### config.mk
export PLATFORM = sky130hd
export DESIGN_NAME = supply_monitor
export DESIGN_NICKNAME = d
export VERILOG_FILES = /design/src/logic/supply_monitor_pkg.sv /design/src/logic/prot_if.sv /design/src/logic/input_filter.sv /design/src/logic/prot_sequencer.sv /design/src/logic/supply_monitor.sv
export SDC_FILE = /design/constraint.sdc
export NUM_CORES = 1
export LEC_CHECK = 0
export BUFFER_PORTS_ARGS = -buffer_cell sky130_fd_sc_hd__buf_2
export CAP_MARGIN = 5
export CORE_MARGIN = 5
export CORE_UTILIZATION = 48
export CTS_BUF_LIST = sky130_fd_sc_hd__clkbuf_4
export DETAILED_ROUTE_END_ITERATION = 6
export PLACE_DENSITY = 0.85
export SETUP_SLACK_MARGIN = 0.2
export SLEW_MARGIN = 20
export SYNTH_ARGS = -nofsm -noshare
export SYNTH_HDL_FRONTEND = slang
export SYNTH_SLANG_ARGS = --single-unit
### constraint.sdc
create_clock -name CLOCK -period 3.2 [get_ports CLOCK]
set_input_delay 0.32 -clock CLOCK [delete_from_list [all_inputs] [get_ports CLOCK]]
set_output_delay 0.32 -clock CLOCK [all_outputs]
set_load 0.005 [all_outputs]
### src/logic/supply_monitor_pkg.sv
// constants, types and register map of the supply voltage monitor
// Behaviour
// - enabled, mode 0: every threshold crossing, falling or rising, raises the crossing interrupt
// - enabled, mode 1: internal reset held while supply is below the threshold
// - each monitor reset sets the low-voltage cause flag in the reset-source register
// - control bit 7 enables monitoring; 0 turns comparator, below flag, reset and crossing events off; IRQ still follows the status
// - control bit 0 reads 1 while below threshold, else 0 or disabled
// - control takes byte and single-bit accesses; the below flag ignores writes
// - control changes only through the protected special-register write sequence
// - control holds 82h after a monitor reset, 00h after any other reset
// - level select kept over monitor reset, 00h otherwise; byte access only
// - level bit 0 picks the threshold: 0 the higher, 1 the lower level
// - enable plus reset mode lock both registers and monitoring until other reset
// - comparison, interrupt and reset keep working in STOP standby mode
package supply_monitor_pkg;
   typedef logic [31:0] addr_t;
   typedef logic [7:0] byte_t;
   typedef logic [2:0] bit_sel_t;

   // register byte addresses
   localparam addr_t CTRL_ADDR = 32'hfffff890;
   localparam addr_t LEVEL_ADDR = 32'hfffff891;
   localparam addr_t CAUSE_ADDR = 32'hfffff8a0;
   localparam addr_t IRQ_STATUS_ADDR = 32'hfffff8a4;
   localparam addr_t IRQ_MASK_ADDR = 32'hfffff8a5;
   localparam addr_t PROT_CMD_ADDR = 32'hfffff8fc;

   // control register fields
   localparam int CTRL_ENABLE_BIT = 7;
   localparam int CTRL_MODE_BIT = 1;
   localparam int CTRL_FLAG_BIT = 0;
   localparam byte_t CTRL_WMASK = 8'h82;
   localparam byte_t CTRL_RESET_OTHER = 8'h00;
   localparam byte_t CTRL_RESET_MONITOR = 8'h82;

   // level select fields
   localparam int LEVEL_BIT = 0;
   localparam byte_t LEVEL_WMASK = 8'h01;
   localparam byte_t LEVEL_RESET_OTHER = 8'h00;

   // reset-source and interrupt fields
   localparam int CAUSE_SUPPLY_BIT = 0;
   localparam int IRQ_CROSS_BIT = 0;
   localparam int IRQ_PROT_BIT = 1;
   localparam byte_t IRQ_WMASK = 8'h03;
   localparam byte_t IRQ_RESET = 8'h00;

   // synchroniser depth for the comparator input
   localparam int SYNC_STAGES = 3;
endpackage : supply_monitor_pkg
### src/logic/prot_if.sv
// signals between the register core and the protected write sequencer
`timescale 1ns/100ps
interface prot_if;
   logic wr;
   logic rd;
   logic hit_cmd;
   logic hit_ctrl;
   logic accept;
   logic violation;

   modport core
   (
      output wr,
      output rd,
      output hit_cmd,
      output hit_ctrl,
      input accept,
      input violation
   );

   modport seq
   (
      input wr,
      input rd,
      input hit_cmd,
      input hit_ctrl,
      output accept,
      output violation
   );
endinterface : prot_if

### src/logic/input_filter.sv
// three-stage synchroniser with agreement filter for an asynchronous level
`timescale 1ns/100ps
module input_filter
(
   // clock and reset
   input wire logic clk,
   input wire logic arst_n,
   // level in and out
   input wire logic din,
   output logic dout
);
   import supply_monitor_pkg::*;

   logic [SYNC_STAGES-1:0] stage_r;

   always_ff @(posedge clk or negedge arst_n)
   begin
      if (!arst_n)
      begin
         stage_r <= '0;
      end
      else
      begin
         stage_r <= {stage_r[SYNC_STAGES-2:0], din};
      end
   end

   // the output moves only when the last two stages agree
   always_ff @(posedge clk or negedge arst_n)
   begin
      if (!arst_n)
      begin
         dout <= 1'b0;
      end
      else if (stage_r[SYNC_STAGES-1] == stage_r[SYNC_STAGES-2])
      begin
         dout <= stage_r[SYNC_STAGES-1];
      end
   end
endmodule : input_filter

### src/logic/prot_sequencer.sv
// protected special-register write sequence: command write, then the target write
`timescale 1ns/100ps
module prot_sequencer
(
   // clock and reset
   input wire logic clk,
   input wire logic arst_n,
   input wire logic sync_clear,
   // bus view
   prot_if.seq bus
);
   import supply_monitor_pkg::*;

   typedef enum logic {IDLE, ARMED} seq_state_t;

   seq_state_t state_r;
   seq_state_t state_nxt;

   always_comb
   begin
      state_nxt = state_r;
      case (state_r)
         IDLE:
         begin
            if (bus.wr && bus.hit_cmd)
            begin
               state_nxt = ARMED;
            end
         end
         ARMED:
         begin
            // any access right after the command disarms, whether it hits or not, except another command write, which keeps it armed
            if (bus.wr && bus.hit_cmd)
            begin
               state_nxt = ARMED;
            end
            else if (bus.wr || bus.rd)
            begin
               state_nxt = IDLE;
            end
         end
         default:
         begin
            state_nxt = IDLE;
         end
      endcase
   end

   always_ff @(posedge clk or negedge arst_n)
   begin
      if (!arst_n)
      begin
         state_r <= IDLE;
      end
      else if (sync_clear)
      begin
         state_r <= IDLE;
      end
      else
      begin
         state_r <= state_nxt;
      end
   end

   assign bus.accept = bus.wr && bus.hit_ctrl && (state_r == ARMED);
   assign bus.violation = bus.wr && bus.hit_ctrl && (state_r != ARMED);
endmodule : prot_sequencer

### src/logic/supply_monitor.sv
// supply voltage monitor: control, level select, reset cause and interrupt logic
`timescale 1ns/100ps
module supply_monitor
(
   // clock and reset
   input wire logic CLOCK,
   input wire logic ARST_N,
   // register port
   input wire supply_monitor_pkg::addr_t ADDR,
   input wire supply_monitor_pkg::byte_t WDATA,
   input wire logic WR,
   input wire logic RD,
   input wire logic BIT_WR,
   input wire supply_monitor_pkg::bit_sel_t BIT_SEL,
   output supply_monitor_pkg::byte_t RDATA,
   // analog comparator
   input wire logic COMPARATOR_BELOW,
   output logic COMPARATOR_ENABLE,
   output logic THRESHOLD_LOW_SEL,
   // system
   output logic SUPPLY_LOW_RESET,
   output logic IRQ
);
   import supply_monitor_pkg::*;

   // merge a write into a register: byte write or single-bit write
   function automatic byte_t merge_write(input byte_t cur, input byte_t wdata,
                                         input logic bit_wr, input bit_sel_t sel,
                                         input byte_t wmask);
      byte_t res;
      res = cur;
      if (bit_wr)
      begin
         res[sel] = wdata[0];
      end
      else
      begin
         res = wdata;
      end
      merge_write = (res & wmask) | (cur & ~wmask);
   endfunction : merge_write

   // held state
   logic enable_r;
   logic mode_r;
   logic level_r;
   logic cause_r;
   byte_t irq_status_r;
   byte_t irq_mask_r;
   logic below_prev_r;
   logic enabled_prev_r;
   byte_t rdata_r;

   // derived
   logic below_sync;
   logic below_flag;
   logic locked;
   logic monitor_reset;
   logic cross_event;
   logic hit_ctrl;
   logic hit_level;
   logic hit_cause;
   logic hit_irq_status;
   logic hit_irq_mask;
   logic hit_cmd;
   logic level_wr_ok;
   byte_t ctrl_view;
   byte_t ctrl_nxt;
   byte_t irq_status_nxt;
   byte_t read_mux;
   byte_t irq_set;

   prot_if prot ();

   // address decode
   assign hit_ctrl = (ADDR == CTRL_ADDR);
   assign hit_level = (ADDR == LEVEL_ADDR);
   assign hit_cause = (ADDR == CAUSE_ADDR);
   assign hit_irq_status = (ADDR == IRQ_STATUS_ADDR);
   assign hit_irq_mask = (ADDR == IRQ_MASK_ADDR);
   assign hit_cmd = (ADDR == PROT_CMD_ADDR);

   assign prot.wr = WR;
   assign prot.rd = RD;
   assign prot.hit_cmd = hit_cmd;
   assign prot.hit_ctrl = hit_ctrl;

   prot_sequencer u_prot
   (
      .clk(CLOCK),
      .arst_n(ARST_N),
      .sync_clear(monitor_reset),
      .bus(prot.seq)
   );

   // the comparator toggles at any time against the clock
   input_filter u_below_sync
   (
      .clk(CLOCK),
      .arst_n(ARST_N),
      .din(COMPARATOR_BELOW),
      .dout(below_sync)
   );

   // comparator is powered and its result used only while enabled
   assign COMPARATOR_ENABLE = enable_r;
   assign THRESHOLD_LOW_SEL = level_r;
   assign below_flag = enable_r & below_sync;

   // nothing here is gated by standby; the clock must keep running in STOP
   assign locked = enable_r & mode_r;
   assign monitor_reset = enable_r & mode_r & below_flag;
   assign SUPPLY_LOW_RESET = monitor_reset;

   // edge on the filtered level while enabled on both sides of the edge; an
   // enable change itself is not a crossing because the flag is then forced
   assign cross_event = enable_r & enabled_prev_r & ~mode_r
                        & (below_sync != below_prev_r);

   always_ff @(posedge CLOCK or negedge ARST_N)
   begin
      if (!ARST_N)
      begin
         below_prev_r <= 1'b0;
         enabled_prev_r <= 1'b0;
      end
      else
      begin
         below_prev_r <= below_sync;
         enabled_prev_r <= enable_r;
      end
   end

   // control register: only the enable and mode bits are stored
   assign ctrl_view = {enable_r, 5'h00, mode_r, below_flag};
   assign ctrl_nxt = merge_write(ctrl_view, WDATA, BIT_WR, BIT_SEL, CTRL_WMASK);

   always_ff @(posedge CLOCK or negedge ARST_N)
   begin
      if (!ARST_N)
      begin
         enable_r <= CTRL_RESET_OTHER[CTRL_ENABLE_BIT];
         mode_r <= CTRL_RESET_OTHER[CTRL_MODE_BIT];
      end
      else if (monitor_reset)
      begin
         enable_r <= CTRL_RESET_MONITOR[CTRL_ENABLE_BIT];
         mode_r <= CTRL_RESET_MONITOR[CTRL_MODE_BIT];
      end
      else if (prot.accept && !locked)
      begin
         enable_r <= ctrl_nxt[CTRL_ENABLE_BIT];
         mode_r <= ctrl_nxt[CTRL_MODE_BIT];
      end
   end

   // level select: byte writes only; a monitor reset leaves it alone
   assign level_wr_ok = WR & hit_level & ~BIT_WR & ~locked;

   always_ff @(posedge CLOCK or negedge ARST_N)
   begin
      if (!ARST_N)
      begin
         level_r <= LEVEL_RESET_OTHER[LEVEL_BIT];
      end
      else if (level_wr_ok)
      begin
         level_r <= WDATA[LEVEL_BIT];
      end
   end

   // reset cause: set by the monitor reset, cleared by a byte write of 0; set wins
   always_ff @(posedge CLOCK or negedge ARST_N)
   begin
      if (!ARST_N)
      begin
         cause_r <= 1'b0;
      end
      else if (monitor_reset)
      begin
         cause_r <= 1'b1;
      end
      else if (WR && hit_cause && !BIT_WR && !WDATA[CAUSE_SUPPLY_BIT])
      begin
         cause_r <= 1'b0;
      end
   end

   // interrupt status: sticky, cleared by reading it; a new event beats the clear
   always_comb
   begin
      irq_set = 8'h00;
      irq_set[IRQ_CROSS_BIT] = cross_event;
      irq_set[IRQ_PROT_BIT] = prot.violation;
      irq_status_nxt = irq_status_r;
      if (RD && hit_irq_status)
      begin
         irq_status_nxt = 8'h00;
      end
      irq_status_nxt = (irq_status_nxt | irq_set) & IRQ_WMASK;
   end

   always_ff @(posedge CLOCK or negedge ARST_N)
   begin
      if (!ARST_N)
      begin
         irq_status_r <= IRQ_RESET;
      end
      else if (monitor_reset)
      begin
         irq_status_r <= IRQ_RESET;
      end
      else
      begin
         irq_status_r <= irq_status_nxt;
      end
   end

   // interrupt mask: 1 lets the status bit through
   always_ff @(posedge CLOCK or negedge ARST_N)
   begin
      if (!ARST_N)
      begin
         irq_mask_r <= IRQ_RESET;
      end
      else if (monitor_reset)
      begin
         irq_mask_r <= IRQ_RESET;
      end
      else if (WR && hit_irq_mask && !BIT_WR)
      begin
         irq_mask_r <= WDATA & IRQ_WMASK;
      end
   end

   assign IRQ = |(irq_status_r & irq_mask_r);

   // read data, valid in the cycle after the read strobe; unmapped reads give zero
   always_comb
   begin
      read_mux = 8'h00;
      if (hit_ctrl)
      begin
         read_mux = ctrl_view;
      end
      else if (hit_level)
      begin
         read_mux = {7'h00, level_r};
      end
      else if (hit_cause)
      begin
         read_mux = {7'h00, cause_r};
      end
      else if (hit_irq_status)
      begin
         read_mux = irq_status_r;
      end
      else if (hit_irq_mask)
      begin
         read_mux = irq_mask_r;
      end
   end

   always_ff @(posedge CLOCK or negedge ARST_N)
   begin
      if (!ARST_N)
      begin
         rdata_r <= 8'h00;
      end
      else if (RD)
      begin
         rdata_r <= read_mux;
      end
      else
      begin
         rdata_r <= 8'h00;
      end
   end

   assign RDATA = rdata_r;
endmodule : supply_monitor

# --- After elaboration in Yosys (flattened, before gate mapping) ---
# Index checks and enable logic that the tools add are counted.
op_classes:
  reduce_logical: 20
  magnitude_cmp: 2
  mux: 25
  eq_ne: 8
  bitwise: 16
op_table:
  columns: ["operator", "n"]
  rows:
  - ["$eq 32x32->1 const B", 6]
  - ["$mux 8", 9]
  - ["$logic_and 1x1->1", 12]
  - ["$mux 1", 11]
  - ["$and 1x1->1", 9]
  - ["$and 2x8->8", 1]
  - ["$bwmux 8", 1]
  - ["$or 8x1->8", 1]
  - ["$reduce_or 8->1", 1]
  - ["$reduce_bool 2->1", 3]
  - ["$lt 3x4->1 const B", 1]
  - ["$mux 2", 2]
  - ["$not 1->1", 4]
  - ["$demux 1 s3", 1]
  - ["$ge 3x1->1 const B", 1]
  - ["$logic_not 1->1", 3]
  - ["$or 2x2->2", 1]
  - ["$pmux 1 s2", 1]
  - ["$eq 1x1->1", 1]
  - ["$logic_or 1x1->1", 1]
  - ["$ne 1x1->1", 1]
totals:
  input_bits: 49
  register_bits: 29
  elab_cells: 83

# --- Logic depth before layout (Yosys ltp) ---
# Gate-level depths: netlist of run 1.
depth:
  depth_word: 9
  ltp_mapped: 5

# --- Cells and area by module ---
# Synthesis of run 1 repeated with hierarchy kept, for this count alone.
unflattened:
  hier_cells: 112
  hier_area_um2: 1117.3
by_module_without_submodules:
  columns: ["mod", "n_inst", "cells_per_inst", "area_each_um2"]
  rows:
  - ["supply_monitor", 1, 100, 948.4]
  - ["input_filter", 1, 5, 111.4]
  - ["prot_sequencer", 1, 7, 57.6]

# --- Least setup slack after synthesis of run 1 ---
# No wires, ideal clock.
synth_timing:
  kind: "input-to-reg"
  start: "in ADDR[10]"
  end: "reg level_r, in the netlist THRESHOLD_LOW_SEL"
  setup_time_ns: 0.125
  arrival_ns: 1.469
  setup_slack_ns: 1.606
  n_path_buf: 0
  stages: 5
  path_cell_list: "nand4bb_4 nor4_4 and2_4 nand4b_2 mux2_4"
synth_between:
  elab_chain_len: 4
synth_rtl:
  columns: ["element", "line", "source"]
  rows:
  - ["from (decl)", "supply_monitor.sv:9", "input wire supply_monitor_pkg::addr_t ADDR,"]
  - ["$eq 32x32->1", "supply_monitor.sv:77", "assign hit_level = (ADDR == LEVEL_ADDR);"]
  - ["$and 1x1->1 (3 in a row)", "supply_monitor.sv:158", "assign level_wr_ok = WR & hit_level & ~BIT_WR & ~locked;"]
  - ["to (signal assigned)", "supply_monitor.sv:164", "level_r <= LEVEL_RESET_OTHER[LEVEL_BIT];"]
  - ["to (signal assigned)", "supply_monitor.sv:168", "level_r <= WDATA[LEVEL_BIT];"]
  - ["to (decl)", "supply_monitor.sv:46", "logic level_r;"]
# Every way passes these cells.
# A chain may end at the register's enable or synchronous reset.

# --- Worst setup path in the final report of run 1 ---
layout_timing:
  start: "reg enable_r, in the netlist COMPARATOR_ENABLE"
  end: "out SUPPLY_LOW_RESET"
layout_between:
  elab_chain_len: 2
layout_rtl:
  columns: ["element", "line", "source"]
  rows:
  - ["from (decl)", "supply_monitor.sv:44", "logic enable_r;"]
  - ["from (signal assigned)", "supply_monitor.sv:142", "enable_r <= CTRL_RESET_OTHER[CTRL_ENABLE_BIT];"]
  - ["from (signal assigned)", "supply_monitor.sv:147", "enable_r <= CTRL_RESET_MONITOR[CTRL_ENABLE_BIT];"]
  - ["from (signal assigned)", "supply_monitor.sv:152", "enable_r <= ctrl_nxt[CTRL_ENABLE_BIT];"]
  - ["$and 1x1->1, on equally long branches", "supply_monitor.sv:112, supply_monitor.sv:108", null]
  - ["$and 1x1->1 *", "supply_monitor.sv:112", "assign monitor_reset = enable_r & mode_r & below_flag;"]
  - ["to (decl)", "supply_monitor.sv:21", "output logic SUPPLY_LOW_RESET,"]
# Mark *: on every way between the ends. The rest lies on a longest branch, timed or not.

==> run_results.csv, run 1 <==
group,metric,value,unit
outcome,run_status,"complete, no violations",
sta,setup_tns,0,ns
setup_path,worst-path-buf-inv,2,
sta,finalHoldViolCount,0,
layout,layout.nets,209,
run,total_of_max_cap_violations,0,
floorplanning,die-area,3270,sq um
placement,portBuffers,50,
layout,post_route_cells_drive_above_1_share,37.7,%
setup_path,cp_slowest_cell,"sky130_fd_sc_hd__dfrtp_1",
synthesis,ys.flop_type,"sky130_fd_sc_hd__dfrtp_1",
power_and_ir_drop,ir_drop,0.246,mV
cts,h-tree-depth,1,
synthesis,synth-warning-count,0,
cts,clkTransAtPathRegs,0.10,ns
sta,rsz0062_at_grt,"false",
synthesis,yosys.area_share.xor_xnor,0.820,%
placement,routabilityCongestion,0.947,
sta,finClkSkew,0.00148,ns
synthesis,synth_adder_area_share,0.937,%
drt,detail_route.first_pass.iterations,4,
layout,layout_common_cells,"50 x sky130_fd_sc_hd__buf_2, 18 x sky130_fd_sc_hd__dfrtp_1, 9 x sky130_fd_sc_hd__nand4_1",
sta,timing.fmax,0.586,GHz
grt,maximum_number_of_pins_on_one_net_before_global_route_repair,19,
cts,root_buffer,"sky130_fd_sc_hd__clkbuf_4",
layout,fillCellCount,192,
setup_path,crit_path_cell_trace,"nand3_1 > inv_1 > buf_2",
grt,grt_pass1_vias,1041,
cts,clock_sinks,18,
cts,cts_tree,"done",
synthesis,async_set_or_reset_register_ratio_after_synthesis,100,%
cts,cts_hold_buffers,1,
sta,maxSlewViolCount,0,
drt,route.vias.total,1049,
power_and_ir_drop,static-leakage-power,0.000703,uW
layout,area_growth,27.6,%
setup_path,timing.critical_path.arrival,1.39,ns
grt,grt_util_all_layers,17.7,%
synthesis,synth_simple_gate_area_share,34.1,%
synthesis,area_fraction_in_compound_gates_after_synthesis,10.5,%
setup_path,timing.critical_path.to_type,"primary output",
layout,num_antenna_cells,0,
cts,clock_buffer_depth,2,
setup_path,timing.critical_path.required,2.88,ns
sta,post-route-period-util,53.3,%
floorplanning,io_pins,61,
power_and_ir_drop,total_power,414,uW
cts,cts_repair_resize_count,0,
sta,setup_violations,0,
grt,grt_first_pass_wirelength,4510,um
floorplanning,placeableCoreArea,2170,sq um
cts,post_cts_setup_driven_buffer_insertion_count,0,
setup_path,critical-path-top-delay-family,"flip-flops",
power_and_ir_drop,power_per_cell_area,304,nW/um^2
sta,timing.max_slew.rel_slack,59.2,%
min_path,min-delay-path-class,"in -> reg",
sta,max_slew.worst_pin.slew,0.603,ns
cts,clock_latency,0.30,ns
synthesis,count_of_state_elements_after_synthesis,18,
setup_path,startpoint,"COMPARATOR_ENABLE",
placement,place.detailed.hpwl,2290,um
min_path,hold_path_startpoint,"COMPARATOR_BELOW",
synthesis,seq_area_frac_synth,42.2,%
setup_path,cp-start-kind,"flop",
layout,layout_commonest_cell,"sky130_fd_sc_hd__buf_2",
synthesis,postSynthAreaPerCell,10.1,sq um
synthesis,ys_types,41,
grt,grt.overflow.total,0,
layout,multi_input_area,581,sq um
drt,routed_wirelength,2780,um
synthesis,syn_area,1070,sq um
floorplanning,initial_core_util,49.3,%
cts,numCtsBuffers,3,
drt,average_wire_length_per_cell_after_detail_routing,14.8,um
setup_path,path_max_fanout,11,
drt,drt-vias-per-instance,5.61,
setup_path,critical_path_class,"reg -> out",
floorplanning,floorplan.die.width,57.2,um
sta,timing.final.crit_period,1.71,ns
drt,ant_nets,0,
setup_path,worst_path_largest_cell_delay,0.53,ns
drt,first_iter_violations,35,
layout,final-seq-area,450,sq um
synthesis,post_syn_instances,106,
drt,detail_route.drc_violations,0,
synthesis,main_combinational_cell_family_by_area_after_synthesis,"simple AND/OR/NAND/NOR gates",
floorplanning,num_rows,17,
synthesis,post_synth_mux_area_share,6.21,%
synthesis,number_of_flops_mapped_to_enable_cells_by_yosys,0,
setup_path,reg2reg_from,"u_prot.state_r",
grt,grt_antenna_before_repair,0,
floorplanning,floorplan.die.height,57.2,um
worst paths after layout:
kind / to / slack [ns] / cells past startpoint
worst max-delay path: SUPPLY_LOW_RESET / 1.49 / 3
worst min-delay path: u_below_sync.stage_r[0] / 0.12 / 1
worst max register to register: mode_r / 1.85 / 5
worst min register to register: u_below_sync.stage_r[1] / 0.36 / 0
max in group asynchronous: u_prot.state_r / 2.44 / 2
min in group asynchronous: irq_status_r[1] / 0.47 / 2
power breakdown:
group	internal, uW	switching, uW
registers	232	4.33
clock network	45.5	73.3
logic	30.5	29.1
registers in the layout, summed over array words and instances (netlist names):
register and count:
COMPARATOR_ENABLE 1, RDATA 3, THRESHOLD_LOW_SEL 1, below_prev_r 1
cause_r 1, enabled_prev_r 1, irq_mask_r 2, irq_status_r 2
mode_r 1, u_below_sync.dout 1, u_below_sync.stage_r 3, u_prot.state_r 1
per-layer routing:
metal	global-route usage, %	wire, um	vias to the layer above
met4	10.6	70	0
met3	4.07	244	6
li1	-	-	499
met5	0	0	-
met2	30.8	1460	55
met1	19.4	1000	489
layout make-up:
cell class / instances / area share, %
Clock buffer: 3 / 1.65
Clock inverter: 1 / 0.275
Multi-Input combinational cell: 83 / 42.6
Inverter: 3 / 0.826
Timing Repair Buffer: 51 / 19.1
Tap cell: 28 / 2.57
Sequential cell: 18 / 33.0
logic make-up after synthesis:
family	count (synthesis)
mux	6
other cells	1
flops	18
fa+ha+maj	1
xor+xnor	1
simple gates	52
compound gates	18
buf+inv	9
cell usage after synthesis, types with 2 or more instances:
cell type / instances / share of area (%)
sky130_fd_sc_hd__nor2_1: 8 / 2.8
sky130_fd_sc_hd__nand4_1: 9 / 5.3
sky130_fd_sc_hd__buf_4: 5 / 3.5
sky130_fd_sc_hd__mux2i_1: 4 / 3.7
sky130_fd_sc_hd__nand3_1: 6 / 2.8
sky130_fd_sc_hd__inv_1: 3 / 1.1
sky130_fd_sc_hd__a21oi_1: 4 / 1.9
sky130_fd_sc_hd__o21ai_0: 6 / 2.8
sky130_fd_sc_hd__nand2_1: 8 / 2.8
sky130_fd_sc_hd__nor3b_1: 2 / 1.4
sky130_fd_sc_hd__nor4_1: 2 / 1.2
sky130_fd_sc_hd__nor2b_1: 2 / 1.2
sky130_fd_sc_hd__dfrtp_1: 18 / 42
sky130_fd_sc_hd__or3_1: 2 / 1.2
through the flow:
step	std cells	util (%)	setup slack, ns	hold WS [ns]	cell area (sq um)
3_3_place_gp	182	61.2	1.39	0.263	1330
6_report	187	62.9	1.49	0.120	1360
5_1_grt	187	62.9	1.38	0.102	1360
3_5_place_dp	182	61.2	1.38	0.275	1330
4_1_cts	187	62.9	1.50	0.114	1360
2_1_floorplan	110	-	1.61	0.0244	1080
Note: power is estimated with default switching activity, not from simulation.
==> run 2: changes to the inputs <==
CORE_UTILIZATION = 41   (was 48)
PLACE_DENSITY = 0.77   (was 0.85)
clock period = 1.48 ns   (was 3.2 ns; I/O delays follow)
==> run 2 against run 1 <==
Wire length up 8.7%. Combinational power is 150% higher. Worst hold slack got worse by 0.065 ns. Sequential cell count is the same. Final area grew 11%. Critical path type unchanged. Largest cell class unchanged. Largest power group unchanged.
==> run_results.csv, run 2 (synthesized netlist as in run 1, its figures left out) <==
group,metric,value,unit
outcome,run_status,"complete, no violations",
drt,first_iter_violations,48,
sta,rsz0062_at_grt,"true",
setup_path,cp-start-kind,"flop",
layout,layout_commonest_cell,"sky130_fd_sc_hd__buf_2",
drt,average_wire_length_per_cell_after_detail_routing,14.7,um
power_and_ir_drop,power_per_cell_area,589,nW/um^2
min_path,min-delay-path-class,"in -> reg",
drt,detail_route.first_pass.iterations,5,
run,total_of_max_cap_violations,0,
drt,route.vias.total,1144,
setup_path,r2r_setup_slack,0.26,ns
floorplanning,floorplan.die.height,61.1,um
layout,post_route_cells_drive_above_1_share,46.9,%
grt,grt_first_pass_wirelength,4860,um
setup_path,critical_path_class,"reg -> out",
setup_path,timing.critical_path.required,1.33,ns
layout,finish.instance_area,1520,sq um
floorplanning,initial_core_util,43.1,%
setup_path,timing.critical_path.arrival,1.10,ns
setup_path,cp_slowest_cell,"sky130_fd_sc_hd__dfrtp_2",
cts,clock_latency,0.29,ns
power_and_ir_drop,static-leakage-power,0.000787,uW
drt,detail_route.drc_violations,0,
sta,setup_violations,0,
grt,grt_pass1_vias,1136,
sta,maxSlewViolCount,0,
cts,cts_tree,"done",
grt,grt.overflow.total,0,
setup_path,worst-path-buf-inv,2,
sta,timing.fmax,0.802,GHz
layout,area_growth,41.8,%
floorplanning,placeableCoreArea,2480,sq um
cts,clkTransAtPathRegs,0.09,ns
floorplanning,die-area,3730,sq um
drt,drt-vias-per-instance,5.58,
floorplanning,io_pins,61,
layout,fillCellCount,213,
drt,routed_wirelength,3020,um
min_path,timing.hold.worst_path_depth,2,
setup_path,reg2reg_from,"COMPARATOR_ENABLE",
cts,clock_buffer_depth,2,
cts,numCtsBuffers,3,
sta,finalHoldViolCount,0,
placement,post_dp_cell_area,1390,sq um
power_and_ir_drop,total_power,893,uW
cts,clock_sinks,18,
setup_path,critical-path-top-delay-family,"flip-flops",
placement,portBuffers,50,
setup_path,path_max_fanout,5,
setup_path,worst_path_largest_cell_delay,0.41,ns
min_path,hold_path_startpoint,"RD",
placement,routabilityCongestion,0.934,
grt,grt_util_all_layers,17.3,%
setup_path,r2r-end,"THRESHOLD_LOW_SEL",
setup_path,worst-r2r-cell-count,4,
cts,root_buffer,"sky130_fd_sc_hd__clkbuf_4",
cts,h-tree-depth,1,
min_path,timing.hold.worst_endpoint,"u_prot.state_r",
drt,ant_nets,0,
power_and_ir_drop,ir_drop,0.557,mV
grt,grt_antenna_before_repair,0,
layout,num_antenna_cells,0,
setup_path,crit_path_cell_trace,"nand3_1 > inv_2 > buf_2",
grt,maximum_number_of_pins_on_one_net_before_global_route_repair,19,
sta,finClkSkew,0.00299,ns
layout,layout_common_cells,"49 x sky130_fd_sc_hd__buf_2, 16 x sky130_fd_sc_hd__dfrtp_1, 16 x sky130_fd_sc_hd__buf_4",
floorplanning,num_rows,18,
sta,post-route-period-util,84.3,%
placement,place.detailed.hpwl,2390,um
layout,layout.nets,226,
setup_path,timing.critical_path.to_type,"primary output",
sta,timing.final.crit_period,1.25,ns
floorplanning,floorplan.die.width,61.1,um
==> run 2: cell count changes in the layout (fill, tap and decap cells not counted), sizes merged <==
cell,before,now
dlygate4sd3,1,2
clkinv,1,0
buf,50,66
==> run 2: layout make-up <==
class / count / area (sq um) / share of cell area, %
Timing Repair Buffer: 68 / 397 / 26.2
Multi-Input combinational cell: 83 / 594 / 39.2
Clock buffer: 3 / 22.5 / 1.49
Tap cell: 30 / 37.5 / 2.48
Inverter: 3 / 11.3 / 0.743
Sequential cell: 18 / 453 / 29.9
==> run 2: timing repair <==
| action | 4_1_cts | 5_1_grt |
|---|---|---|
| endpoints found under the hold margin | 19 | 0 |
| setup endpoints to repair | 1 | 5 |
| hold buffers | 2 | 0 |
| resized for setup | 3 | 7 |
| pin swaps | 0 | 6 |
| setup buffers | 3 | 5 |
==> run 2: power by group <==
part | switching [uW] | total, uW | internal [uW]
sequential | 8.66 | 510 | 502
clock | 141 | 236 | 94.7
combinational | 69.5 | 147 | 77.2
total | 220 | 893 | 673
==> run 2: how the worst max path moves through the flow <==
| stage | startpoint | depth (start not counted) | slack [ns] | endpoint |
|---|---|---|---|---|
| after floorplan | ADDR[10] | 5 | 0.06 | THRESHOLD_LOW_SEL |
| after global placement | ADDR[10] | 6 | -0.05 | THRESHOLD_LOW_SEL |
| after detailed placement | ADDR[10] | 6 | -0.05 | THRESHOLD_LOW_SEL |
| after CTS | u_below_sync.dout | 3 | 0.20 | SUPPLY_LOW_RESET |
| after global routing | ADDR[8] | 7 | 0.15 | COMPARATOR_ENABLE |
| final | u_below_sync.dout | 3 | 0.23 | SUPPLY_LOW_RESET |
==> run 2: metal layers <==
layer | GRT usage [%] | wire, um | up-vias | share of wire [%]
met2 | 30.7 | 1500 | 77 | 50
met1 | 20.2 | 1090 | 517 | 36
li1 | - | - | 529 | -
met4 | 4.95 | 104 | 0 | 3.4
met5 | 0 | 0 | - | 0
met3 | 5.03 | 329 | 21 | 11
==> run 2: worst reg2reg max path, stage by stage, from the launching register on <==
cell	delay (ns)
sky130_fd_sc_hd__dfrtp_2	0.42
sky130_fd_sc_hd__buf_4	0.16
sky130_fd_sc_hd__nand2_1	0.11
sky130_fd_sc_hd__nand4b_2	0.12
sky130_fd_sc_hd__mux2_4	0.31
==> run 2: metrics by stage <==
stage	instances	setup TNS, ns	setup slack [ns]	hold slack, ns	utilization (%)
finish	205	0	0.233	0.0554	61.2
global route	205	0	0.148	0.0498	61.2
CTS	200	0	0.201	0.0490	58.8
detailed placement	192	-0.149	-0.0453	0.0962	56.1
global placement	192	-0.0511	-0.0454	0.0899	56.1
floorplan	110	0	0.0590	-0.148	-
